**src/design/tbfsu_pkg.sv**
```systemverilog
package tbfsu_pkg;

	// ---------------------------------------------------------------
	// Widths and limits
	// ---------------------------------------------------------------
	localparam int unsigned WORD_W = 16;
	localparam int unsigned ADDR_W = 16;
	localparam int unsigned LEN_W = 8;
	localparam int unsigned BITPOS_W = 4;
	localparam int unsigned TABLE_MAX_WORDS = 255;
	localparam logic [WORD_W-1:0] BIT_ONE = 16'h0001;
	localparam logic [WORD_W-1:0] RESULT_NONE = 16'h0000;

	// ---------------------------------------------------------------
	// Operations and states
	// ---------------------------------------------------------------
	typedef enum logic [2:0] {
		OP_SET_TABLE_BIT,
		OP_CLEAR_TABLE_BIT,
		OP_FILL,
		OP_FIND_EQUAL,
		OP_FIND_GREATER_VALUE
	} tbfsu_op_e;

	typedef enum logic [1:0] {
		ST_IDLE,
		ST_READ,
		ST_WAIT,
		ST_FILL
	} tbfsu_state_e;

	// ---------------------------------------------------------------
	// Carriers
	// ---------------------------------------------------------------
	typedef struct packed {
		tbfsu_op_e op;
		logic [WORD_W-1:0] stack1;
		logic [WORD_W-1:0] stack2;
		logic [WORD_W-1:0] acc;
		logic [WORD_W-1:0] operand;
	} tbfsu_cmd_s;

	typedef struct packed {
		tbfsu_state_e st;
		tbfsu_op_e op;
		logic [ADDR_W-1:0] base;
		logic [ADDR_W-1:0] addr;
		logic [LEN_W-1:0] len;
		logic [LEN_W-1:0] idx;
		logic [WORD_W-1:0] value;
		logic [BITPOS_W-1:0] bitpos;
		logic [WORD_W-1:0] acc;
		logic flag;
		logic done;
		logic mem_en;
		logic mem_we;
		logic [WORD_W-1:0] wdata;
	} tbfsu_regs_s;

	localparam tbfsu_regs_s REGS_RESET = '{st: ST_IDLE, op: OP_SET_TABLE_BIT, default: '0};

endpackage

```
**src/design/tbfsu_unit.sv**
```systemverilog
`timescale 1ns/100ps
// What this block does
// - Set-table-bit forces exactly the addressed table bit to one, others kept.
// - Clear-table-bit forces exactly the addressed table bit to zero, others kept.
// - Bit reference counts from table start; the first bit is number zero.
// - Each table word holds 16 bits; references continue across words.
// - A bit reference beyond the table end raises the range flag.
// - Fill writes one value into every word of a table up to 255 words.
// - Equality search returns the offset of the first equal word at or after the start offset.
// - Equality search flags a bad start or no match; no match returns zero.
// - Greater search finds the first word above the search value.
// - Greater search has no offset; length up to 255 sits in stack level one.
// - Greater search returns the offset; no match raises the flag and returns zero.
// - Search results are zero-based offsets from the table start, in the accumulator.
module tbfsu_unit
	import tbfsu_pkg::*;
#(
	parameter int unsigned TABLE_MAX = TABLE_MAX_WORDS
) (
	input wire logic ref_clk,
	input wire logic reset,
	input wire logic cmd_valid,
	output logic cmd_ready,
	input wire tbfsu_cmd_s cmd,
	input wire logic scan_end,
	output logic mem_en,
	output logic mem_we,
	output logic [ADDR_W-1:0] mem_addr,
	output logic [WORD_W-1:0] mem_wdata,
	input wire logic [WORD_W-1:0] mem_rdata,
	output logic done,
	output logic [WORD_W-1:0] acc_out,
	output logic table_range_flag
);

	// ---------------------------------------------------------------
	// Elaboration checks
	// ---------------------------------------------------------------
	if (TABLE_MAX < 1 || TABLE_MAX > TABLE_MAX_WORDS) begin : g_bad_max
		$error("TABLE_MAX must lie between 1 and 255");
	end

	// ---------------------------------------------------------------
	// Helpers
	// ---------------------------------------------------------------
	function automatic logic is_search(input tbfsu_op_e op);
		is_search = (op == OP_FIND_EQUAL) || (op == OP_FIND_GREATER_VALUE);
	endfunction

	// Lengths above the build limit are cut down rather than refused.
	function automatic logic [LEN_W-1:0] clip_len(input logic [WORD_W-1:0] raw);
		if (raw > WORD_W'(TABLE_MAX)) begin
			clip_len = LEN_W'(TABLE_MAX);
		end else begin
			clip_len = raw[LEN_W-1:0];
		end
	endfunction

	tbfsu_regs_s s_reg;
	tbfsu_regs_s s_next;
	logic [WORD_W-BITPOS_W-1:0] word_idx;
	logic hit;

	assign word_idx = cmd.operand[WORD_W-1:BITPOS_W];
	assign hit = (s_reg.op == OP_FIND_EQUAL) ? (mem_rdata == s_reg.value) :
		(mem_rdata > s_reg.value);

	// ---------------------------------------------------------------
	// Sequencer
	// ---------------------------------------------------------------
	always_comb begin
		s_next = s_reg;
		s_next.done = 1'b0;
		s_next.mem_en = 1'b0;
		s_next.mem_we = 1'b0;
		if (scan_end) begin
			s_next.flag = 1'b0;
		end
		case (s_reg.st)
			ST_IDLE: begin
				if (cmd_valid) begin
					s_next.op = cmd.op;
					s_next.value = cmd.operand;
					s_next.bitpos = cmd.operand[BITPOS_W-1:0];
					s_next.idx = '0;
					case (cmd.op)
						OP_SET_TABLE_BIT, OP_CLEAR_TABLE_BIT: begin
							s_next.base = cmd.acc;
							s_next.len = clip_len(cmd.stack1);
							if (word_idx >= (WORD_W-BITPOS_W)'(clip_len(cmd.stack1))) begin
								s_next.flag = 1'b1;
								s_next.done = 1'b1;
							end else begin
								s_next.addr = cmd.acc + ADDR_W'(word_idx);
								s_next.mem_en = 1'b1;
								s_next.st = ST_READ;
							end
						end
						OP_FILL: begin
							s_next.base = cmd.acc;
							s_next.len = clip_len(cmd.stack1);
							s_next.addr = cmd.acc;
							if (clip_len(cmd.stack1) == '0) begin
								s_next.done = 1'b1;
							end else begin
								s_next.mem_en = 1'b1;
								s_next.mem_we = 1'b1;
								s_next.wdata = cmd.operand;
								s_next.st = ST_FILL;
							end
						end
						OP_FIND_EQUAL: begin
							s_next.base = cmd.stack1;
							s_next.len = clip_len(cmd.stack2);
							if (cmd.acc >= WORD_W'(clip_len(cmd.stack2))) begin
								s_next.flag = 1'b1;
								s_next.acc = RESULT_NONE;
								s_next.done = 1'b1;
							end else begin
								s_next.idx = cmd.acc[LEN_W-1:0];
								s_next.addr = cmd.stack1 + ADDR_W'(cmd.acc[LEN_W-1:0]);
								s_next.mem_en = 1'b1;
								s_next.st = ST_READ;
							end
						end
						OP_FIND_GREATER_VALUE: begin
							s_next.base = cmd.acc;
							s_next.len = clip_len(cmd.stack1);
							s_next.addr = cmd.acc;
							if (clip_len(cmd.stack1) == '0) begin
								s_next.flag = 1'b1;
								s_next.acc = RESULT_NONE;
								s_next.done = 1'b1;
							end else begin
								s_next.mem_en = 1'b1;
								s_next.st = ST_READ;
							end
						end
						default: begin
							s_next.done = 1'b1;
						end
					endcase
				end
			end
			ST_READ: begin
				s_next.st = ST_WAIT;
			end
			ST_WAIT: begin
				if (!is_search(s_reg.op)) begin
					// Read-modify-write keeps every other bit of the word.
					s_next.mem_en = 1'b1;
					s_next.mem_we = 1'b1;
					if (s_reg.op == OP_SET_TABLE_BIT) begin
						s_next.wdata = mem_rdata | (BIT_ONE << s_reg.bitpos);
					end else begin
						s_next.wdata = mem_rdata & ~(BIT_ONE << s_reg.bitpos);
					end
					s_next.flag = 1'b0;
					s_next.done = 1'b1;
					s_next.st = ST_IDLE;
				end else if (hit) begin
					s_next.acc = WORD_W'(s_reg.idx);
					s_next.flag = 1'b0;
					s_next.done = 1'b1;
					s_next.st = ST_IDLE;
				end else if (s_reg.idx + 1'b1 == s_reg.len) begin
					s_next.acc = RESULT_NONE;
					s_next.flag = 1'b1;
					s_next.done = 1'b1;
					s_next.st = ST_IDLE;
				end else begin
					s_next.idx = s_reg.idx + 1'b1;
					s_next.addr = s_reg.addr + 1'b1;
					s_next.mem_en = 1'b1;
					s_next.st = ST_READ;
				end
			end
			ST_FILL: begin
				if (s_reg.idx + 1'b1 == s_reg.len) begin
					s_next.done = 1'b1;
					s_next.st = ST_IDLE;
				end else begin
					s_next.idx = s_reg.idx + 1'b1;
					s_next.addr = s_reg.addr + 1'b1;
					s_next.mem_en = 1'b1;
					s_next.mem_we = 1'b1;
				end
			end
			default: begin
				s_next.st = ST_IDLE;
			end
		endcase
	end

	always_ff @(posedge ref_clk) begin
		if (reset) begin
			s_reg <= REGS_RESET;
		end else begin
			s_reg <= s_next;
		end
	end

	assign cmd_ready = (s_reg.st == ST_IDLE);
	assign mem_en = s_reg.mem_en;
	assign mem_we = s_reg.mem_we;
	assign mem_addr = s_reg.addr;
	assign mem_wdata = s_reg.wdata;
	assign done = s_reg.done;
	assign acc_out = s_reg.acc;
	assign table_range_flag = s_reg.flag;

	// ---------------------------------------------------------------
	// Checks
	// ---------------------------------------------------------------
	a_set_bit_write: assert property (@(posedge ref_clk) disable iff (reset)
		(s_reg.st == ST_WAIT && s_reg.op == OP_SET_TABLE_BIT) |=>
		mem_we && mem_wdata == ($past(mem_rdata) | (BIT_ONE << $past(s_reg.bitpos))))
		else $error("set bit wrote a wrong word");

	a_clear_bit_write: assert property (@(posedge ref_clk) disable iff (reset)
		(s_reg.st == ST_WAIT && s_reg.op == OP_CLEAR_TABLE_BIT) |=>
		mem_we && mem_wdata == ($past(mem_rdata) & ~(BIT_ONE << $past(s_reg.bitpos))))
		else $error("clear bit wrote a wrong word");

	a_bit_range_flag: assert property (@(posedge ref_clk) disable iff (reset)
		(cmd_valid && cmd_ready && (cmd.op == OP_SET_TABLE_BIT || cmd.op == OP_CLEAR_TABLE_BIT) &&
		word_idx >= (WORD_W-BITPOS_W)'(clip_len(cmd.stack1))) |=> done && table_range_flag && !mem_en)
		else $error("out of range bit reference not flagged");

	a_bit_word_addr: assert property (@(posedge ref_clk) disable iff (reset)
		(cmd_valid && cmd_ready && (cmd.op == OP_SET_TABLE_BIT || cmd.op == OP_CLEAR_TABLE_BIT) &&
		word_idx < (WORD_W-BITPOS_W)'(clip_len(cmd.stack1))) |=>
		mem_en && !mem_we && mem_addr == $past(cmd.acc) + ADDR_W'($past(word_idx)))
		else $error("bit operation read the wrong word");

	a_find_bad_start: assert property (@(posedge ref_clk) disable iff (reset)
		(cmd_valid && cmd_ready && cmd.op == OP_FIND_EQUAL &&
		cmd.acc >= WORD_W'(clip_len(cmd.stack2))) |=> done && table_range_flag && acc_out == '0)
		else $error("bad start offset not flagged");

	a_miss_zero: assert property (@(posedge ref_clk) disable iff (reset)
		(done && table_range_flag && is_search(s_reg.op)) |-> acc_out == RESULT_NONE)
		else $error("missed search returned nonzero");

	a_hit_result: assert property (@(posedge ref_clk) disable iff (reset)
		(s_reg.st == ST_WAIT && is_search(s_reg.op) && hit) |=>
		done && !table_range_flag && acc_out == WORD_W'($past(s_reg.idx)))
		else $error("search hit not reported");

	a_fill_word: assert property (@(posedge ref_clk) disable iff (reset)
		(s_reg.st == ST_FILL) |-> mem_en && mem_we && mem_wdata == s_reg.value)
		else $error("fill wrote a wrong value");

	a_scan_clear: assert property (@(posedge ref_clk) disable iff (reset)
		scan_end |=> (done || !table_range_flag))
		else $error("flag survived scan end");

	a_op_finishes: assert property (@(posedge ref_clk) disable iff (reset)
		(cmd_valid && cmd_ready) |-> ##[1:520] done)
		else $error("operation did not complete");

endmodule

```
**config.mk**
```make
export PLATFORM = sky130hd
export DESIGN_NAME = tbfsu_unit
export DESIGN_NICKNAME = d
export VERILOG_FILES = /design/src/design/tbfsu_pkg.sv /design/src/design/tbfsu_unit.sv
export SDC_FILE = /design/constraint.sdc
export NUM_CORES = 1
export LEC_CHECK = 0
export BUFFER_PORTS_ARGS = -buffer_cell sky130_fd_sc_hd__buf_4
export CAP_MARGIN = 20
export CELL_PAD_IN_SITES_DETAIL_PLACEMENT = 0
export CELL_PAD_IN_SITES_GLOBAL_PLACEMENT = 1
export CORE_MARGIN = 2
export CORE_UTILIZATION = 30
export DETAILED_ROUTE_END_ITERATION = 10
export PLACE_DENSITY = 0.62
export SETUP_SLACK_MARGIN = 0.02
export SYNTH_ARGS = -nofsm -noshare
export SYNTH_HDL_FRONTEND = slang
export SYNTH_SLANG_ARGS = --single-unit
```
**constraint.sdc**
```tcl
create_clock -name ref_clk -period 5.4 [get_ports ref_clk]
set_input_delay 0.54 -clock ref_clk [delete_from_list [all_inputs] [get_ports ref_clk]]
set_output_delay 0.54 -clock ref_clk [all_outputs]
set_load 0.05 [all_outputs]
```
==> results.tsv, run 1 <==
stage	metric	value	unit
sta	setup_viol	0	
global_routing	grt_max_degree	68	
outcome	status	finished, final reports clean	
placed_design	portBuffers	131	
placed_design	dp.cells	1349	
synthesis	netlist_instances	985	
sta	drv_slew	0	
sta	fin_crit	3.78	ns
sta	clock.fmax	265	MHz
cells_and_area	largest_register_ffs	37	
clocking	ctsHtreeMaxLevel	3	
sta	tightest_slew	0.947	ns
routing	top_layer	met4	
cells_and_area	fin_util	0.356	
sta	tns	0	ns
clocking	insertion_delay	0.35	ns
synthesis	syn_area_per_cell	7.27	um2
cells_and_area	stdcell_count	1365	
placed_design	pre_cts_slack	1.30	ns
worst_setup_path	critPathArrivalTime	4.05	ns
floorplanning	core	23500	um2
pwr	pwr_density_cell	224	nW/um2
sta	hold_viol_final	0	
job	max-cap-violations	0	
synthesis	yosysWarnings	0	
clocking	path_clk_slew	0.07	ns
synthesis	synth_edf_count	0	
routing	drt_wl_total	26400	um
routing	vias	7345	
synthesis	synth_seq_cells	81	
pwr	ir_drop	0.138	mV
sta	maxSlewHeadroom	0.367	
sta	worst_hold_slack	0.455	ns
synthesis	ys_async_sr_fraction	0	
sta	period_share	0.699	
clocking	cts_sinks	81	
routing	met2_length	12300	um
floorplanning	std_cell_rows	56	
worst_setup_path	cp_cell_sequence	buf_4 -> nor4_1 -> nand2_1 -> nor2_1 -> ha_1 -> a21oi_1 -> nand2_1 -> a211o_1 -> o211ai_1 -> nand3_1 -> buf_4 -> a2111oi_0 -> o21ai_0 -> a31oi_1	
synthesis	synth_cell_type_count	71	
floorplanning	dieArea	25100	um2
floorplanning	die_y	158	um
routing	drc	0	
routing	routed_wire_length_per_instance	19.3	um
worst_setup_path	slowest_delay	0.40	ns
floorplanning	start_util	0.305	
clocking	cts_max_path_buffers	2	
cells_and_area	drive_gt1_frac	0.163	
floorplanning	die_width	158	um
routing	ant_nets	0	
routing	routed_via_density	5.38	
clocking	cts_resized	0	
hold_path	hold_class	flop to flop	
global_routing	grt_pass1_wl	41100	um
worst_setup_path	cpMaxStageDelayCell	o211ai_1	
worst_setup_path	crit_required	5.68	ns
routing	drtIter0Drc	476	
worst_setup_path	crit_path_end_kind	flop	
global_routing	antenna_found_initial	0	
placed_design	dp_hpwl	20700	um
synthesis	netlist_area	7160	um2
worst_setup_path	critPathLaunchType	input pin	
floorplanning	io_pins	140	
global_routing	grt_usage	0.213	
sta	fin_skew	0.0166	ns
synthesis	synth_top_area_share	0.227	
clocking	cts_setup_buffers	0	
routing	dr.pass1.iters	4	
global_routing	grt_pass1_vias	7094	
synthesis	synth.area.top_cells	dfxtp_1 (23%), ha_1 (9.4%), a21oi_1 (6.4%), nand2_1 (5.8%), nor2_1 (5.6%)	
global_routing	grt_overflow	0	
cells_and_area	nNetsFinal	1184	
sta	rsz0062_at_grt	no	
routing	met1Wirelength	12200	um
clocking	cts_tree	done	
sta	worst_slack	1.62	ns
routing	routed-wl-met3	1210	um
synthesis	synth_ff_type	dfxtp_1	
synthesis	seq_area_frac_synth	0.227	
clocking	cts_made_buffers	9	
worst_setup_path	critPathMaxFanout	14	
cells_and_area	n_fill_cell	2557	
synthesis	yosysTopAreaCell	dfxtp_1	
clocking	cts_hold_buf	0	
worst_setup_path	crit_type	input pin to flop	
cells_and_area	diodes	0	
placed_design	gp_congestion	0.915	
cells_and_area	layout-area-overhead-vs-synth	16.7	%
clocking	cts_root_buffer	clkbuf_16	
pwr	p_leak	3.28	nW
## layout by cell type (no fill, tap or decap), types with 11 or more instances in the layout
cell and n:
a31oi_1 13, xor2_1 11, dfxtp_1 81, a21oi_1 92, nor2_1 106, nand3_1 25
inv_1 30, nor3_1 36, nor4_1 12, buf_4 141, nor2b_1 12, a22oi_1 12
and2_1 17, nand2_1 110, ha_1 54, a211oi_1 38, xnor2_1 21, o21ai_0 63
## where the power goes
part	total [mW]	switching (mW)	internal, mW
clock	0.635	0.263	0.372
combinational	0.572	0.368	0.204
sequential	0.661	0.0321	0.629
## cell type report
| cell class | count | area (um2) | area share |
|---|---|---|---|
| Multi-Input combinational cell | 778 | 4860 | 0.581 |
| Sequential cell | 81 | 1620 | 0.194 |
| Timing Repair Buffer | 141 | 1060 | 0.127 |
| Tap cell | 319 | 399 | 0.0478 |
| Clock buffer | 10 | 239 | 0.0286 |
| Inverter | 30 | 113 | 0.0135 |
| Clock inverter | 6 | 65.1 | 0.00779 |
## routing by layer
| layer | up-vias | GRT usage |
|---|---|---|
| li1 | 3646 | - |
| met1 | 3462 | 0.286 |
| met2 | 209 | 0.355 |
| met3 | 28 | 0.0289 |
| met4 | 0 | 0.0674 |
| met5 | - | 0 |
## cells in the mapped netlist (all sizes together), types with 3 or more instances
cell	count
a21oi	92
o21ai	67
nand3	25
ha	54
xor2	11
nor3	36
xnor2	21
or3	4
or2	6
dfxtp	81
and2	18
nor4b	7
a2111oi	7
inv	30
a22oi	12
mux2i	9
buf	60
nor3b	5
o21a	8
nand2b	6
and4	4
nand4	8
a31oi	13
a32oi	4
a21boi	3
a211oi	39
o2111ai	5
a21o	9
nor2b	12
nand2	110
o221ai	3
a221oi	5
o211ai	8
a41o	8
and3	6
nor2	106
nor4	13
clkbuf	43
o22ai	3
## cells by family after synthesis
family,Yosys count,share of synthesized area
AOI/OAI and AO/OA,301,0.272
other,1,0.000524
muxes,10,0.0142
adders and majority gates,56,0.100
and+or+nand+nor,371,0.248
DFF,81,0.227
xor gates and xnor gates,32,0.0392
buffers and inverters,133,0.0991
## final timing paths
| kind | end | cells past startpoint | slack [ns] | start |
|---|---|---|---|---|
| max reg2reg | mem_addr[7]$_SDFFE_PP0P_ | 9 | 2.19 | s_reg[56]$_SDFFE_PP0P_ |
| min reg2reg | s_reg[47]$_SDFFE_PP0P_ | 2 | 0.46 | s_reg[47]$_SDFFE_PP0P_ |
| max | mem_addr[12]$_SDFFE_PP0P_ | 14 | 1.62 | cmd[59] |
| min | s_reg[47]$_SDFFE_PP0P_ | 2 | 0.46 | s_reg[47]$_SDFFE_PP0P_ |
## worst max-delay path: cells and delay by family
| family | cells | cell delay (ns) |
|---|---|---|
| AO/OA/AOI/OAI | 6 | 1.49 |
| AND/OR/NAND/NOR | 5 | 1.30 |
| buffers and inverters | 2 | 0.43 |
| adder cells (fa/ha/maj) | 1 | 0.27 |
## through the flow
step	power [mW]	area, um2
floorplan	1.05	7180
global placement	1.25	8050
detailed placement	1.25	8050
finish	1.87	8350
CTS	1.88	8350
global route	1.97	8350
Power figures use the tool's default switching activity.
==> run 2: changes to the inputs <==
--- a/config.mk
+++ b/config.mk
@@ -5,6 +5,7 @@
 export SDC_FILE = /design/constraint.sdc
 export NUM_CORES = 1
 export LEC_CHECK = 0
+export ABC_AREA = 1
 export BUFFER_PORTS_ARGS = -buffer_cell sky130_fd_sc_hd__buf_4
 export CAP_MARGIN = 20
 export CELL_PAD_IN_SITES_DETAIL_PLACEMENT = 0
@@ -12,7 +13,7 @@
 export CORE_MARGIN = 2
 export CORE_UTILIZATION = 30
 export DETAILED_ROUTE_END_ITERATION = 10
-export PLACE_DENSITY = 0.62
+export PLACE_DENSITY = 0.64
 export SETUP_SLACK_MARGIN = 0.02
 export SYNTH_ARGS = -nofsm -noshare
 export SYNTH_HDL_FRONTEND = slang
==> constraint.sdc (replaced) <==
create_clock -name ref_clk -period 4 [get_ports ref_clk]
set_input_delay 0.4 -clock ref_clk [delete_from_list [all_inputs] [get_ports ref_clk]]
set_output_delay 0.4 -clock ref_clk [all_outputs]
set_load 0.05 [all_outputs]
==> results.tsv, run 2 <==
stage	metric	value	unit
worst_setup_path	reg2reg_to	mem_addr[13]$_SDFFE_PP0P_	
cells_and_area	diodes	0	
global_routing	grt_pass1_vias	7872	
pwr	pwr_density_cell	316	nW/um2
hold_path	hold_class	input pin to flop	
routing	ant_nets	0	
global_routing	antenna_found_initial	0	
clocking	cts_resized	0	
worst_setup_path	critPathMaxFanout	16	
clocking	ctsHtreeMaxLevel	3	
sta	hold_viol_final	0	
synthesis	synth_top_area_share	0.209	
worst_setup_path	path_depth	13	
sta	clock.fmax	325	MHz
worst_setup_path	timing.reg2reg.setup_slack	0.92	ns
sta	fin_skew	0.0121	ns
worst_setup_path	crit_path_end_kind	flop	
synthesis	yosysTopAreaCell	dfxtp_1	
worst_setup_path	crit_end	mem_addr[13]$_SDFFE_PP0P_	
worst_setup_path	cp_cell_sequence	inv_1 -> ha_1 -> nand2_1 -> inv_1 -> nand4_1 -> nor2_1 -> nor2_1 -> nand2_1 -> nand2_1 -> nand2_1 -> nand4_2 -> nor2_1 -> nor2_1	
clocking	insertion_delay	0.36	ns
clocking	cts_hold_buf	0	
placed_design	gp_congestion	0.917	
clocking	path_clk_slew	0.07	ns
synthesis	seq_area_frac_synth	0.209	
worst_setup_path	slowest_delay	0.52	ns
cells_and_area	n_fill_cell	2871	
global_routing	grt_pass1_wl	42800	um
cells_and_area	layout-area-overhead-vs-synth	17.0	%
sta	period_share	0.770	
worst_setup_path	critPathLaunchType	flop	
placed_design	pre_cts_slack	0.665	ns
synthesis	synth_edf_count	0	
worst_setup_path	crit_start	s_reg[43]$_SDFFE_PP0P_	
clocking	cts_root_buffer	clkbuf_16	
routing	routed-wl-met3	1280	um
sta	tightest_slew	0.791	ns
placed_design	dp_hpwl	21600	um
routing	top_layer	met4	
sta	drv_slew	0	
synthesis	ys_async_sr_fraction	0	
pwr	ir_drop	0.240	mV
clocking	cts_setup_buffers	0	
placed_design	dp.cells	1683	
synthesis	synth_cell_type_count	43	
cells_and_area	final_common_cell	nand2_1	
floorplanning	die_width	165	um
floorplanning	std_cell_rows	58	
sta	maxSlewHeadroom	0.471	
cells_and_area	stdcell_count	1699	
synthesis	netlist_instances	1292	
sta	worst_slack	0.919	ns
synthesis	yosysWarnings	0	
global_routing	grt_usage	0.204	
clocking	cts_made_buffers	9	
worst_setup_path	crit_type	flop to flop	
cells_and_area	nNetsFinal	1507	
routing	dr.pass1.iters	5	
pwr	total_power	2.87	mW
placed_design	post_dp_cell_area	8720	um2
synthesis	synth_ff_type	dfxtp_1	
pwr	p_leak	4.40	nW
worst_setup_path	r2r_start	s_reg[43]$_SDFFE_PP0P_	
routing	met1Wirelength	12700	um
worst_setup_path	cp_num_buf_inv	2	
synthesis	netlist_area	7760	um2
worst_setup_path	r2r_cells	13	
outcome	status	finished, final reports clean	
sta	fin_crit	3.08	ns
placed_design	portBuffers	131	
routing	drtIter0Drc	484	
synthesis	synth_seq_cells	81	
cells_and_area	fin_util	0.359	
floorplanning	start_util	0.307	
synthesis	syn_area_per_cell	6.01	um2
cells_and_area	layout_common_cells	nand2_1 (304), nor2_1 (166), inv_1 (149), buf_4 (141), nand3_1 (135)	
cells_and_area	drive_gt1_frac	0.142	
routing	vias	8218	
worst_setup_path	crit_required	4.25	ns
floorplanning	core	25300	um2
synthesis	synth_common_cells	nand2_1 (304), nor2_1 (166), inv_1 (150)	
worst_setup_path	crit_family	simple AND/OR/NAND/NOR gates	
global_routing	grt_max_degree	39	
floorplanning	io_pins	140	
routing	met2_length	12700	um
worst_setup_path	cpMaxStageDelayCell	dfxtp_1	
clocking	cts_sinks	81	
floorplanning	die_y	165	um
clocking	cts_max_path_buffers	2	
routing	routed_wire_length_per_instance	15.8	um
sta	rsz0062_at_grt	no	
job	max-cap-violations	0	
sta	tns	0	ns
synthesis	synth.area.top_cells	dfxtp_1 (21%), nand2_1 (15%), ha_1 (8.7%), nand3_1 (8.7%), nor2_1 (8.0%)	
routing	drt_wl_total	26900	um
sta	worst_hold_slack	0.305	ns
worst_setup_path	critPathArrivalTime	3.33	ns
global_routing	grt_overflow	0	
routing	routed_via_density	4.84	
floorplanning	dieArea	27200	um2
sta	setup_viol	0	
cells_and_area	final_cell_area	9080	um2
synthesis	synth.most_common_cell	nand2_1	
routing	drc	0	
clocking	cts_tree	done	
cells_and_area	largest_register_ffs	37	
[run 2: cell types whose count changed after synthesis, sizes merged, moves of 22 or more]
cell,previous run,this run
nor2,106,178
nor3,36,14
a211oi,39,0
inv,30,155
nand2,110,313
o21ai,67,91
nand3,25,139
[run 2: worst min path at each step]
stage	from	endpoint	cells past startpoint
final	reset	acc_out[7]$_SDFFE_PP0P_	2
after global routing	reset	acc_out[0]$_SDFFE_PP0P_	2
after CTS	reset	acc_out[7]$_SDFFE_PP0P_	2
after detailed placement	s_reg[46]$_SDFFE_PP0P_	s_reg[46]$_SDFFE_PP0P_	2
after global placement	s_reg[46]$_SDFFE_PP0P_	s_reg[46]$_SDFFE_PP0P_	2
after floorplan	s_reg[45]$_SDFFE_PP0P_	s_reg[45]$_SDFFE_PP0P_	2
[run 2: cell families after synthesis]
group	share of synthesized area
AO/OA/AOI/OAI	0.160
XOR/XNOR	0.00564
adder cells (fa/ha/maj)	0.0922
buffers and inverters	0.145
flip-flops	0.209
other	0.000483
AND/OR/NAND/NOR	0.389
[run 2: layer usage]
layer  vias up  global-route usage
met4         0              0.0423
met1      3652               0.274
met3        15              0.0229
li1       4358                   -
met5         -                   0
met2       193               0.351
[run 2: layout make-up]
| type | instances | area [um2] | share of cell area |
|---|---|---|---|
| flip-flops and latches | 81 | 1620 | 0.179 |
| clock buffers | 9 | 225 | 0.0248 |
| multi-input cells | 975 | 5050 | 0.556 |
| well taps | 330 | 413 | 0.0455 |
| clock inverters | 7 | 130 | 0.0143 |
| repair buffers | 141 | 1060 | 0.117 |
| inverters | 156 | 586 | 0.0645 |
[run 2: power by group]
| part | internal, mW | leakage [nW] | switching (mW) |
|---|---|---|---|
| registers | 0.868 | 0.666 | 0.0596 |
| clock network | 0.625 | 0.174 | 0.409 |
| logic | 0.301 | 3.55 | 0.606 |
| total | 1.79 | 4.40 | 1.07 |
==> run 3: changes to the inputs <==
==> constraint.sdc (replaced) <==
create_clock -name ref_clk -period 3.2 [get_ports ref_clk]
set_input_delay 0.32 -clock ref_clk [delete_from_list [all_inputs] [get_ports ref_clk]]
set_output_delay 0.32 -clock ref_clk [all_outputs]
set_load 0.05 [all_outputs]
==> results.tsv, run 3 (synthesis gave the netlist of run 2 again) <==
stage	metric	value	unit
outcome	status	finished, final reports clean	
routing	routed_via_density	4.84	
global_routing	grtUsageMet1	0.271	
sta	hold_viol_final	0	
global_routing	grt.busiest_layer	met2	
clocking	cts_max_path_buffers	2	
global_routing	grtUsageMet2	0.335	
routing	routed_wire_length_per_instance	15.8	um
sta	worst_hold_slack	0.226	ns
pwr	pwr-share-clk	0.359	
worst_setup_path	crit_type	input pin to flop	
cells_and_area	final_common_cell	nand2_1	
sta	maxSlewHeadroom	0.460	
global_routing	grt_overflow	0	
routing	dr.pass1.iters	5	
cells_and_area	layout_common_cells	nand2_1 (304), nor2_1 (166), inv_1 (149), buf_4 (147), nand3_1 (135)	
sta	clock.fmax	363	MHz
sta	fin_skew	0.0138	ns
pwr	total_power	3.60	mW
placed_design	post_dp_cell_area	8770	um2
global_routing	grt_pass1_vias	7752	
floorplanning	std_cell_rows	58	
worst_setup_path	crit_required	3.48	ns
floorplanning	io_pins	140	
clocking	cts_made_buffers	9	
clocking	cts_hold_buf	0	
clocking	path_clk_slew	0.07	ns
routing	ant_nets	0	
worst_setup_path	critPathMaxFanout	8	
pwr	p_comb_frac	0.320	
placed_design	gp_congestion	0.922	
clocking	cts_sinks	81	
clocking	cts_resized	0	
global_routing	grt_usage	0.200	
routing	drtIter0Drc	545	
sta	period_share	0.860	
pwr	p_leak	4.42	nW
placed_design	portBuffers	131	
hold_path	hold_class	input pin to flop	
cells_and_area	final_cell_area	9130	um2
cells_and_area	n_fill_cell	2854	
cells_and_area	layout-area-overhead-vs-synth	17.5	%
routing	vias	8257	
cells_and_area	diodes	0	
placed_design	dp_hpwl	21700	um
cells_and_area	nNetsFinal	1513	
global_routing	antenna_found_initial	0	
worst_setup_path	crit_path_end_kind	flop	
sta	tns	0	ns
clocking	insertion_delay	0.35	ns
sta	setup_viol	0	
sta	rsz0062_at_grt	no	
global_routing	grt_pass1_wl	42100	um
sta	tightest_slew	0.810	ns
worst_setup_path	critPathArrivalTime	3.03	ns
cells_and_area	multiInputGateArea	5050	um2
routing	drc	0	
pwr	p_switching	1.34	mW
cells_and_area	drive_gt1_frac	0.145	
pwr	swShare	0.374	
clocking	cts_root_buffer	clkbuf_16	
pwr	pwr_density_cell	394	nW/um2
cells_and_area	largest_register_ffs	37	
clocking	cts_setup_buffers	0	
floorplanning	core	25300	um2
global_routing	grt_use_met3	0.0251	
floorplanning	die_y	165	um
floorplanning	die_width	165	um
sta	worst_slack	0.447	ns
global_routing	grt_max_degree	39	
job	max-cap-violations	0	
placed_design	pre_cts_slack	0.0759	ns
sta	drv_slew	0	
cells_and_area	seqCellArea	1620	um2
pwr	ir_drop	0.245	mV
pwr	seq_power_share	0.321	
clocking	cts_tree	done	
floorplanning	dieArea	27200	um2
routing	drt_wl_total	26900	um
sta	fin_crit	2.75	ns
worst_setup_path	critPathLaunchType	input pin	
pwr	p_int	2.25	mW
clocking	ctsHtreeMaxLevel	3	
floorplanning	start_util	0.307	
## run 3: cell type report
| cell class | count | share of cell area |
|---|---|---|
| clock buffer | 9 | 0.0247 |
| clock inverter | 7 | 0.0143 |
| inverter | 156 | 0.0642 |
| multi-input combinational | 975 | 0.553 |
| sequential | 81 | 0.178 |
| tap | 330 | 0.0452 |
| timing repair buffer | 147 | 0.121 |
## run 3: power groups by stage
stage	clock network (mW)	registers, mW	logic (mW)
after global routing	1.36	1.17	1.29
after floorplan	0	1.16	0.832
after global placement	0	1.18	1.16
after CTS	1.32	1.16	1.16
final	1.29	1.16	1.15
after detailed placement	0	1.18	1.16
## run 3: metal layers
| layer | part of all wire | vias up |
|---|---|---|
| met3 | 0.047 | 23 |
| met2 | 0.46 | 194 |
| li1 | - | 4363 |
| met5 | 0 | - |
| met4 | 0.017 | 0 |
| met1 | 0.48 | 3677 |
## run 3: worst max-delay path, stage by stage
cell,delay [ns]
buf_4,0.11
nor4_1,0.29
nand2_1,0.28
nor2_1,0.26
ha_1,0.28
a21o_1,0.16
nor2_1,0.10
nand4_1,0.21
nor2_1,0.58
nand3_1,0.14
o21ai_0,0.11
nor2_1,0.07
nor2_1,0.12
## run 3: worst paths after layout
check        cells after the start  slack (ns)                        to                   start
max                             13        0.45    s_reg[56]$_SDFFE_PP0P_                 cmd[43]
min                              2        0.23   acc_out[3]$_SDFFE_PP0P_                   reset
max reg2reg                     14        0.58  mem_addr[7]$_SDFFE_PP0P_  s_reg[42]$_SDFFE_PP0P_
min reg2reg                      2        0.46    s_reg[55]$_SDFFE_PP0P_  s_reg[55]$_SDFFE_PP0P_
## run 3: stage by stage
stage / utilization / std cells
4_1_cts: 0.360 / 1705
3_3_place_gp: 0.346 / 1689
5_1_grt: 0.360 / 1705
2_1_floorplan: - / 1299
3_5_place_dp: 0.346 / 1689
6_report: 0.360 / 1705
